`src/tcie_map.vh`:
```
`ifndef TCIE_MAP_VH
`define TCIE_MAP_VH

// register word addresses on the serial register port
`define TCIE_ADDR_W 6
`define TCIE_DATA_W 24
`define TCIE_OFS_MID_EN 6'h27
`define TCIE_OFS_UPPER_EN 6'h28
`define TCIE_RST_MID_EN 24'h000000
`define TCIE_RST_UPPER_EN 24'h000000

// number of threshold subfields, two enable bits each
`define TCIE_NSUB 24

// mid_input_irq_enables fields
`define TCIE_SWITCH_INPUT_18_LSB 0
`define TCIE_SWITCH_INPUT_18_MSB 5
`define TCIE_SWITCH_INPUT_19_LSB 6
`define TCIE_SWITCH_INPUT_19_MSB 11
`define TCIE_IN20_LSB 12
`define TCIE_IN20_MSB 17
`define TCIE_IN21_LSB 18
`define TCIE_IN21_MSB 23

// upper_input_and_supply_irq_enables fields
`define TCIE_SWITCH_INPUT_22_LSB 0
`define TCIE_SWITCH_INPUT_22_MSB 5
`define TCIE_SWITCH_INPUT_23_LSB 6
`define TCIE_SWITCH_INPUT_23_MSB 15
`define TCIE_VS0_LSB 16
`define TCIE_VS0_MSB 19
`define TCIE_VS1_LSB 20
`define TCIE_VS1_MSB 23

// subfield codes
`define TCIE_CODE_NONE 2'h0
`define TCIE_CODE_RISE 2'h1
`define TCIE_CODE_FALL 2'h2
`define TCIE_CODE_BOTH 2'h3

`endif

```
`src/tcie_edge.v`:
```
`timescale 1ns/1ns
`default_nettype none
// one threshold subfield: remembers the last comparison and flags an enabled crossing
module tcie_edge (
	input wire clk,
	input wire rst_n,
	input wire sample_stb,
	input wire above,
	input wire [1:0] enable_code,
	output wire hit
);
	reg prev_r;
	reg primed_r;
	wire rise;
	wire fall;

	assign rise = primed_r & above & ~prev_r;
	assign fall = primed_r & ~above & prev_r;
	assign hit = sample_stb & ((enable_code[0] & rise) | (enable_code[1] & fall));

	always @(posedge clk or negedge rst_n) begin
		if (!rst_n) begin
			prev_r <= 1'b0;
			primed_r <= 1'b0;
		end else if (sample_stb) begin
			prev_r <= above;
			primed_r <= 1'b1;
		end
	end
endmodule
`default_nettype wire

```
`src/tcie_top.v`:
```
`timescale 1ns/1ns
`default_nettype none
`include "tcie_map.vh"
module tcie_top (
	input wire CLK_SYS,
	input wire ARST_N,
	input wire [`TCIE_ADDR_W-1:0] REG_ADDR,
	input wire [`TCIE_DATA_W-1:0] REG_WDATA,
	input wire REG_WR,
	input wire REG_RD,
	output reg [`TCIE_DATA_W-1:0] REG_RDATA,
	output reg REG_RD_VALID,
	input wire SAMPLE_STB,
	input wire [`TCIE_NSUB-1:0] ABOVE_THRESHOLD,
	output reg [`TCIE_NSUB-1:0] CROSSING_HIT,
	output reg CROSSING_IRQ
);
	reg rst_meta_r;
	reg rst_sync_r;
	reg [`TCIE_DATA_W-1:0] mid_input_irq_enables_r;
	reg [`TCIE_DATA_W-1:0] upper_input_and_supply_irq_enables_r;
	reg [`TCIE_DATA_W-1:0] rdata_nxt;
	wire [2*`TCIE_NSUB-1:0] enable_pairs;
	wire [`TCIE_NSUB-1:0] hit_vec;
	wire [5:0] input18_crossing_enable;
	wire [5:0] input19_crossing_enable;
	wire [5:0] input20_crossing_enable;
	wire [5:0] input21_crossing_enable;
	wire [5:0] input22_crossing_enable;
	wire [9:0] input23_crossing_enable;
	wire [3:0] supply_monitor0_crossing_enable;
	wire [3:0] supply_monitor1_crossing_enable;
	wire wr_mid_sel;
	wire wr_upper_sel;
	genvar g;

	// reset release through two flops
	always @(posedge CLK_SYS or negedge ARST_N) begin
		if (!ARST_N) begin
			rst_meta_r <= 1'b0;
			rst_sync_r <= 1'b0;
		end else begin
			rst_meta_r <= 1'b1;
			rst_sync_r <= rst_meta_r;
		end
	end

	assign input18_crossing_enable = mid_input_irq_enables_r[`TCIE_SWITCH_INPUT_18_MSB:`TCIE_SWITCH_INPUT_18_LSB];
	assign input19_crossing_enable = mid_input_irq_enables_r[`TCIE_SWITCH_INPUT_19_MSB:`TCIE_SWITCH_INPUT_19_LSB];
	assign input20_crossing_enable = mid_input_irq_enables_r[`TCIE_IN20_MSB:`TCIE_IN20_LSB];
	assign input21_crossing_enable = mid_input_irq_enables_r[`TCIE_IN21_MSB:`TCIE_IN21_LSB];
	assign input22_crossing_enable = upper_input_and_supply_irq_enables_r[`TCIE_SWITCH_INPUT_22_MSB:`TCIE_SWITCH_INPUT_22_LSB];
	assign input23_crossing_enable = upper_input_and_supply_irq_enables_r[`TCIE_SWITCH_INPUT_23_MSB:`TCIE_SWITCH_INPUT_23_LSB];
	assign supply_monitor0_crossing_enable = upper_input_and_supply_irq_enables_r[`TCIE_VS0_MSB:`TCIE_VS0_LSB];
	assign supply_monitor1_crossing_enable = upper_input_and_supply_irq_enables_r[`TCIE_VS1_MSB:`TCIE_VS1_LSB];

	// pair k of this vector serves ABOVE_THRESHOLD[k]
	// low end of the vector is input 18 threshold A
	assign enable_pairs = {
		supply_monitor1_crossing_enable,
		supply_monitor0_crossing_enable,
		input23_crossing_enable,
		input22_crossing_enable,
		input21_crossing_enable,
		input20_crossing_enable,
		input19_crossing_enable,
		input18_crossing_enable
	};

	generate
		for (g = 0; g < `TCIE_NSUB; g = g + 1) begin : sub
			tcie_edge u_edge (
				.clk(CLK_SYS),
				.rst_n(rst_sync_r),
				.sample_stb(SAMPLE_STB),
				.above(ABOVE_THRESHOLD[g]),
				.enable_code(enable_pairs[2*g+1:2*g]),
				.hit(hit_vec[g])
			);
		end
	endgenerate

	// write decode: any other address is ignored
	assign wr_mid_sel = REG_WR & (REG_ADDR == `TCIE_OFS_MID_EN);
	assign wr_upper_sel = REG_WR & (REG_ADDR == `TCIE_OFS_UPPER_EN);

	// mid bank, read/write, resets to zero
	always @(posedge CLK_SYS or negedge rst_sync_r) begin
		if (!rst_sync_r) begin
			mid_input_irq_enables_r <= `TCIE_RST_MID_EN;
		end else if (wr_mid_sel) begin
			mid_input_irq_enables_r <= REG_WDATA;
		end
	end

	// upper bank, read/write, resets to zero
	always @(posedge CLK_SYS or negedge rst_sync_r) begin
		if (!rst_sync_r) begin
			upper_input_and_supply_irq_enables_r <= `TCIE_RST_UPPER_EN;
		end else if (wr_upper_sel) begin
			upper_input_and_supply_irq_enables_r <= REG_WDATA;
		end
	end

	// read mux; a write in the same cycle is seen only by the next read
	always @* begin
		rdata_nxt = {`TCIE_DATA_W{1'b0}};
		case (REG_ADDR)
			`TCIE_OFS_MID_EN: begin
				rdata_nxt = mid_input_irq_enables_r;
			end
			`TCIE_OFS_UPPER_EN: begin
				rdata_nxt = upper_input_and_supply_irq_enables_r;
			end
			default: begin
				// unmapped addresses read zero
				rdata_nxt = {`TCIE_DATA_W{1'b0}};
			end
		endcase
	end

	// read valid pulses one cycle after the strobe
	always @(posedge CLK_SYS or negedge rst_sync_r) begin
		if (!rst_sync_r) begin
			REG_RD_VALID <= 1'b0;
		end else begin
			REG_RD_VALID <= REG_RD;
		end
	end

	// read data holds until the next read
	always @(posedge CLK_SYS or negedge rst_sync_r) begin
		if (!rst_sync_r) begin
			REG_RDATA <= {`TCIE_DATA_W{1'b0}};
		end else if (REG_RD) begin
			REG_RDATA <= rdata_nxt;
		end
	end

	// supply B pairs decode like all others
	always @(posedge CLK_SYS or negedge rst_sync_r) begin
		if (!rst_sync_r) begin
			CROSSING_HIT <= {`TCIE_NSUB{1'b0}};
		end else begin
			CROSSING_HIT <= hit_vec;
		end
	end

	always @(posedge CLK_SYS or negedge rst_sync_r) begin
		if (!rst_sync_r) begin
			CROSSING_IRQ <= 1'b0;
		end else begin
			CROSSING_IRQ <= |hit_vec;
		end
	end
endmodule
`default_nettype wire

```
`config.mk`:
```
export PLATFORM = sky130hd
export DESIGN_NAME = tcie_top
export DESIGN_NICKNAME = d
export VERILOG_FILES = /design/src/tcie_edge.v /design/src/tcie_top.v
export VERILOG_INCLUDE_DIRS = /design/src /design/src/src
export SDC_FILE = /design/constraint.sdc
export NUM_CORES = 1
export LEC_CHECK = 0
export BUFFER_PORTS_ARGS = -buffer_cell sky130_fd_sc_hd__buf_2
export CAP_MARGIN = 20
export CORE_ASPECT_RATIO = 0.6
export CORE_MARGIN = 3
export CORE_UTILIZATION = 40
export DETAILED_ROUTE_END_ITERATION = 8
export HOLD_SLACK_MARGIN = 0.05
export PLACE_DENSITY = 0.68
export SYNTH_ARGS = -nofsm -noshare
export SYNTH_HDL_FRONTEND = slang
export SYNTH_SLANG_ARGS = --single-unit
```
`constraint.sdc`:
```
create_clock -name CLK_SYS -period 6.6 [get_ports CLK_SYS]
set_input_delay 0.66 -clock CLK_SYS [delete_from_list [all_inputs] [get_ports CLK_SYS]]
set_output_delay 0.66 -clock CLK_SYS [all_outputs]
set_load 0.1 [all_outputs]
```
[Yosys cells after proc, flatten, opt, wreduce, memory -nomap -nowiden]
Index checks and enable logic that the tools add are counted.
Operators by class
  $add $sub $neg: 0
  $mul: 0
  div/mod/pow operators: 0
  magnitude comparators: 0
  equal/unequal tests: 2
  shift operators: 0
  mux-type cells: 1
  bitwise logic cells: 242
  reductions and logical operators: 1
Operator list (number)
  $and A1 B1 Y1: 170
  $not A1 Y1: 48
  $pmux W24 S2: 1
  $or A1 B1 Y1: 24
  $reduce_or A24 Y1: 1
  $eq A6 B6 Y1 const B: 2
Word-level totals
  register bits after elaboration: 125
  bits in latches: 0
  bits in writable memories: 0
  memory bits (read-only): 0
  input bits: 59
  output and inout port bits: 50
  memories kept: 0

[Longest topological paths before layout]
  word-level depth: 7
  mapped depth: 6

[Modules after synthesis]
Synthesis repeated with hierarchy kept, for this count alone.
Second synthesis, totals
  cells, all modules: 443
  area total of the unflattened synthesis: 5959.5 um^2
By module, submodules not included
  tcie_top: instances 1, cells an instance 251, area an instance 3677.3 um^2, seq. area each 2502.4 um^2
  tcie_edge: instances 24, cells an instance 8, area an instance 95.1 um^2, seq. area each 50.0 um^2

[Worst setup path before layout]
OpenSTA, ideal clock, no wires.
  path type: input -> register
  start point: input port REG_ADDR[4]
  end point: register upper_input_and_supply_irq_enables_r[10]
  arrival: 1.767 ns
  setup slack: 4.708 ns
  stages: 5
  cells stage by stage: nand2b_4 -> nor4_4 -> nand2_2 -> buf_6 -> mux2_4
On the way
  word-level cells in the longest chain between the ends: 2
Ends and longest elaborated chain
  start, declared: RTL line tcie_top.v:7  | input wire [`TCIE_ADDR_W-1:0] REG_ADDR,
  $eq A6 B6 Y1
  $and A1 B1 Y1: RTL line tcie_top.v:85  | assign wr_upper_sel = REG_WR & (REG_ADDR == `TCIE_OFS_UPPER_EN);
  end signal, assigned: RTL line tcie_top.v:99  | upper_input_and_supply_irq_enables_r <= `TCIE_RST_UPPER_EN;
  end, declared: RTL line tcie_top.v:21  | reg [`TCIE_DATA_W-1:0] upper_input_and_supply_irq_enables_r;
No other way between the ends.
A chain may end at the register's enable or synchronous reset.

[Worst setup path in the final report]
  start point: input port REG_ADDR[4]
  end point: register upper_input_and_supply_irq_enables_r[15]
The elaborated chain is that of the path after synthesis.

==> impl_metrics.yaml <==
sta:
  worst_pin_slew_ns: 0.962
  clock.fmax_ghz: 0.445
  setup_viol: 0
  drv_slew: 0
  min_period_ns: 2.25
  whs_ns: 0.333
  rsz0062_at_grt: "no"
  hold_viol_final: 0
  tns_ns: 0
  fin_crit_sh: 0.341
  skew_ns: 0.00650
  relSlewSlack: 0.359
power:
  peakVddDrop_mv: 0.187
  comb_power_share: 0.150
  power_leakage_nw: 3.08
  sw_frac_of_total: 0.281
  power_frac_clock: 0.443
  switching_power_mw: 0.620
  p_int_mw: 1.59
  p_seq_frac: 0.408
  cellPowerDensity_nw_per_um2: 340
die:
  dieHeight_um: 93.9
  die-area_sq_um: 14300
  die_w_um: 153
  io_pins: 109
  start_util: 0.418
  coreArea_sq_um: 12300
  rows: 31
yosys:
  yosysWarningCount: 0
  ys_async_sr_fraction: 1.00
  syn_area_sq_um: 5160
  synth_edf_count: 0
  yosysSeqAreaShare: 0.607
  synth_top_area_cell: "dfrtp_1"
  netlist_instances: 383
  ys_types: 23
  synth-main-ff-cell: "dfrtp_1"
  synth_top_area_share: 0.607
  syn_avg_cell_area_sq_um: 13.5
  ys_seq_elements: 125
  post-synth-top-count-cell: "dfrtp_1"
  synth_fp_nets: 442
  synth_area_leaders: "dfrtp_1 (61%), mux2_2 (11%), nand3b_1 (7.0%)"
  synthTopCellsByCount: "dfrtp_1 (125), mux2_2 (52), a21oi_1 (48), nand3b_1 (48)"
finish:
  regArea_sq_um: 3130
  synthToLayoutAreaGrowth_pct: 26.2
  nets: 556
  layout-drive-gt1-share: 0.436
  multi_input_area_sq_um: 1940
  fill_cells: 1063
  diodes: 0
global_route:
  grt_max_degree: 80
  track_usage: 0.190
  grt_pass1_wl_um: 20800
  antenna_found_initial: 0
  gr-total-overflow: 0
  first_global_vias: 3727
cts:
  hold_buffers: 1
  root_buffer: "clkbuf_16"
  cts_tree: "built"
  clock_path_buffers: 2
  insertion_delay_ns: 0.41
  cts.clk_slew.worst_paths_ns: 0.05
  cts_made_buffers: 17
  cts_setup_buffers: 0
  cts_resized: 0
  clock-sinks: 125
  htreeDepth: 4
worst_setup_path:
  worstPathRequired_ns: 6.89
  critPathArrivalTime_ns: 2.54
  crit_fanout: 25
  worst_setup_path_end_kind: "register"
  path_cells: "buf_2 > nand2b_4 > nor4_4 > buf_4 > nand2_2 > mux2_4"
  critPathKind: "in -> reg"
  cpPeakStageDelay_ns: 0.57
  cp-start-kind: "input port"
  crit_slowest_cell: "nand2_2"
route:
  dr_total_vias: 3596
  drt_wl_total_um: 12900
  firstDrtPassIters: 5
  via_per_inst: 5.34
  drc: 0
  drt-initial-drc-count: 207
  post_drt_wl_per_cell_um: 19.1
  ant_nets: 0
flow_run:
  max_cap_viol_count: 0
worst_hold_path:
  min_path_type: "reg -> async"
status:
  status: "completed"
placed_design:
  dp_hpwl_um: 8750
  gp_congestion: 0.806
  numPortBuffers: 108
==> layer usage <==
layer,vias up,wire length [um],global-route usage
li1,1644,-,-
met5,-,0,0
met1,1801,6220,0.280
met4,0,144,0.0549
met2,131,5460,0.267
met3,20,1050,0.0621
==> critical path: cells and delay by family <==
| family | cells | cell delay [ns] |
|---|---|---|
| buffers and inverters | 2 | 0.45 |
| AND/OR/NAND/NOR | 3 | 0.91 |
| multiplexers | 1 | 0.49 |
==> worst paths after layout <==
| path | endpoint | slack (ns) | from | depth (start not counted) |
|---|---|---|---|---|
| setup / recovery | upper_input_and_supply_irq_enables_r[15]$_DFFE_PN0P_ | 4.35 | REG_ADDR[4] | 6 |
| hold / removal | CROSSING_HIT[22]$_DFF_PN0_ | 0.33 | rst_sync_r$_DFF_PN0_ | 0 |
| setup reg to reg | CROSSING_IRQ$_DFF_PN0_ | 4.80 | sub[20].u_edge.primed_r$_DFFE_PN0P_ | 5 |
| hold reg to reg | CROSSING_HIT[22]$_DFF_PN0_ | 0.33 | rst_sync_r$_DFF_PN0_ | 0 |
| max in group asynchronous | CROSSING_HIT[19]$_DFF_PN0_ | 4.88 | rst_sync_r$_DFF_PN0_ | 1 |
| min in group CLK_SYS | rst_sync_r$_DFF_PN0_ | 0.36 | rst_meta_r$_DFF_PN0_ | 0 |
==> power by group through the flow <==
stage	Sequential, mW	Clock (mW)	Combinational (mW)
after floorplan	1.05	0	0.106
after global placement	0.908	0	0.327
after detailed placement	0.913	0	0.332
after CTS	0.901	0.994	0.334
after global routing	0.912	1.03	0.351
final	0.901	0.978	0.331
==> cell families after synthesis <==
group / share of synthesized area
buf+inv: 0.0175
flops: 0.607
mux: 0.172
simple gates: 0.108
other cells: 0.000727
compound gates: 0.0951
==> cells in the final DEF, fill, tap and decap left out, types with 2 or more instances in the layout <==
| cell type | Yosys | routed |
|---|---|---|
| a21oi_1 | 48 | 48 |
| a22oi_1 | 24 | 24 |
| a41oi_1 | 8 | 8 |
| buf_2 | 3 | 108 |
| buf_4 | 0 | 4 |
| bufinv_16 | 0 | 4 |
| clkbuf_16 | 0 | 17 |
| clkbuf_8 | 0 | 2 |
| clkinv_2 | 0 | 5 |
| clkinvlp_4 | 0 | 2 |
| dfrtp_1 | 125 | 124 |
| mux2_2 | 52 | 52 |
| mux2_4 | 20 | 20 |
| nand2_1 | 2 | 2 |
| nand3b_1 | 48 | 48 |
| nor2_1 | 24 | 24 |
| nor4_1 | 4 | 4 |
==> through the flow <==
stage                      util  instance area (sq um)  setup slack, ns  total power, mW  instances
after floorplan               -                   5160             2.86             1.16        383
after global placement    0.474                   5850             3.86             1.24        641
after detailed placement  0.474                   5850             3.83             1.24        641
after CTS                 0.525                   6480             4.28             2.23        673
after global routing      0.527                   6510             4.15             2.30        674
final                     0.527                   6510             4.35             2.21        674
==> sequential cells by signal, summed over array words and instances, names as in the netlist <==
name,flops
CROSSING_HIT,24
CROSSING_IRQ,1
REG_RDATA,24
REG_RD_VALID,1
mid_input_irq_enables_r,24
rst_meta_r,1
rst_sync_r,1
sub.u_edge.prev_r,24
sub.u_edge.primed_r,1
upper_input_and_supply_irq_enables_r,24
==> final cells by class <==
class	count	area share
flip-flops and latches	125	0.481
clock inverters	12	0.0260
repair buffers	114	0.0935
multi-input cells	239	0.298
clock buffers	19	0.0696
well taps	165	0.0317
Power figures use the tool's default switching activity.
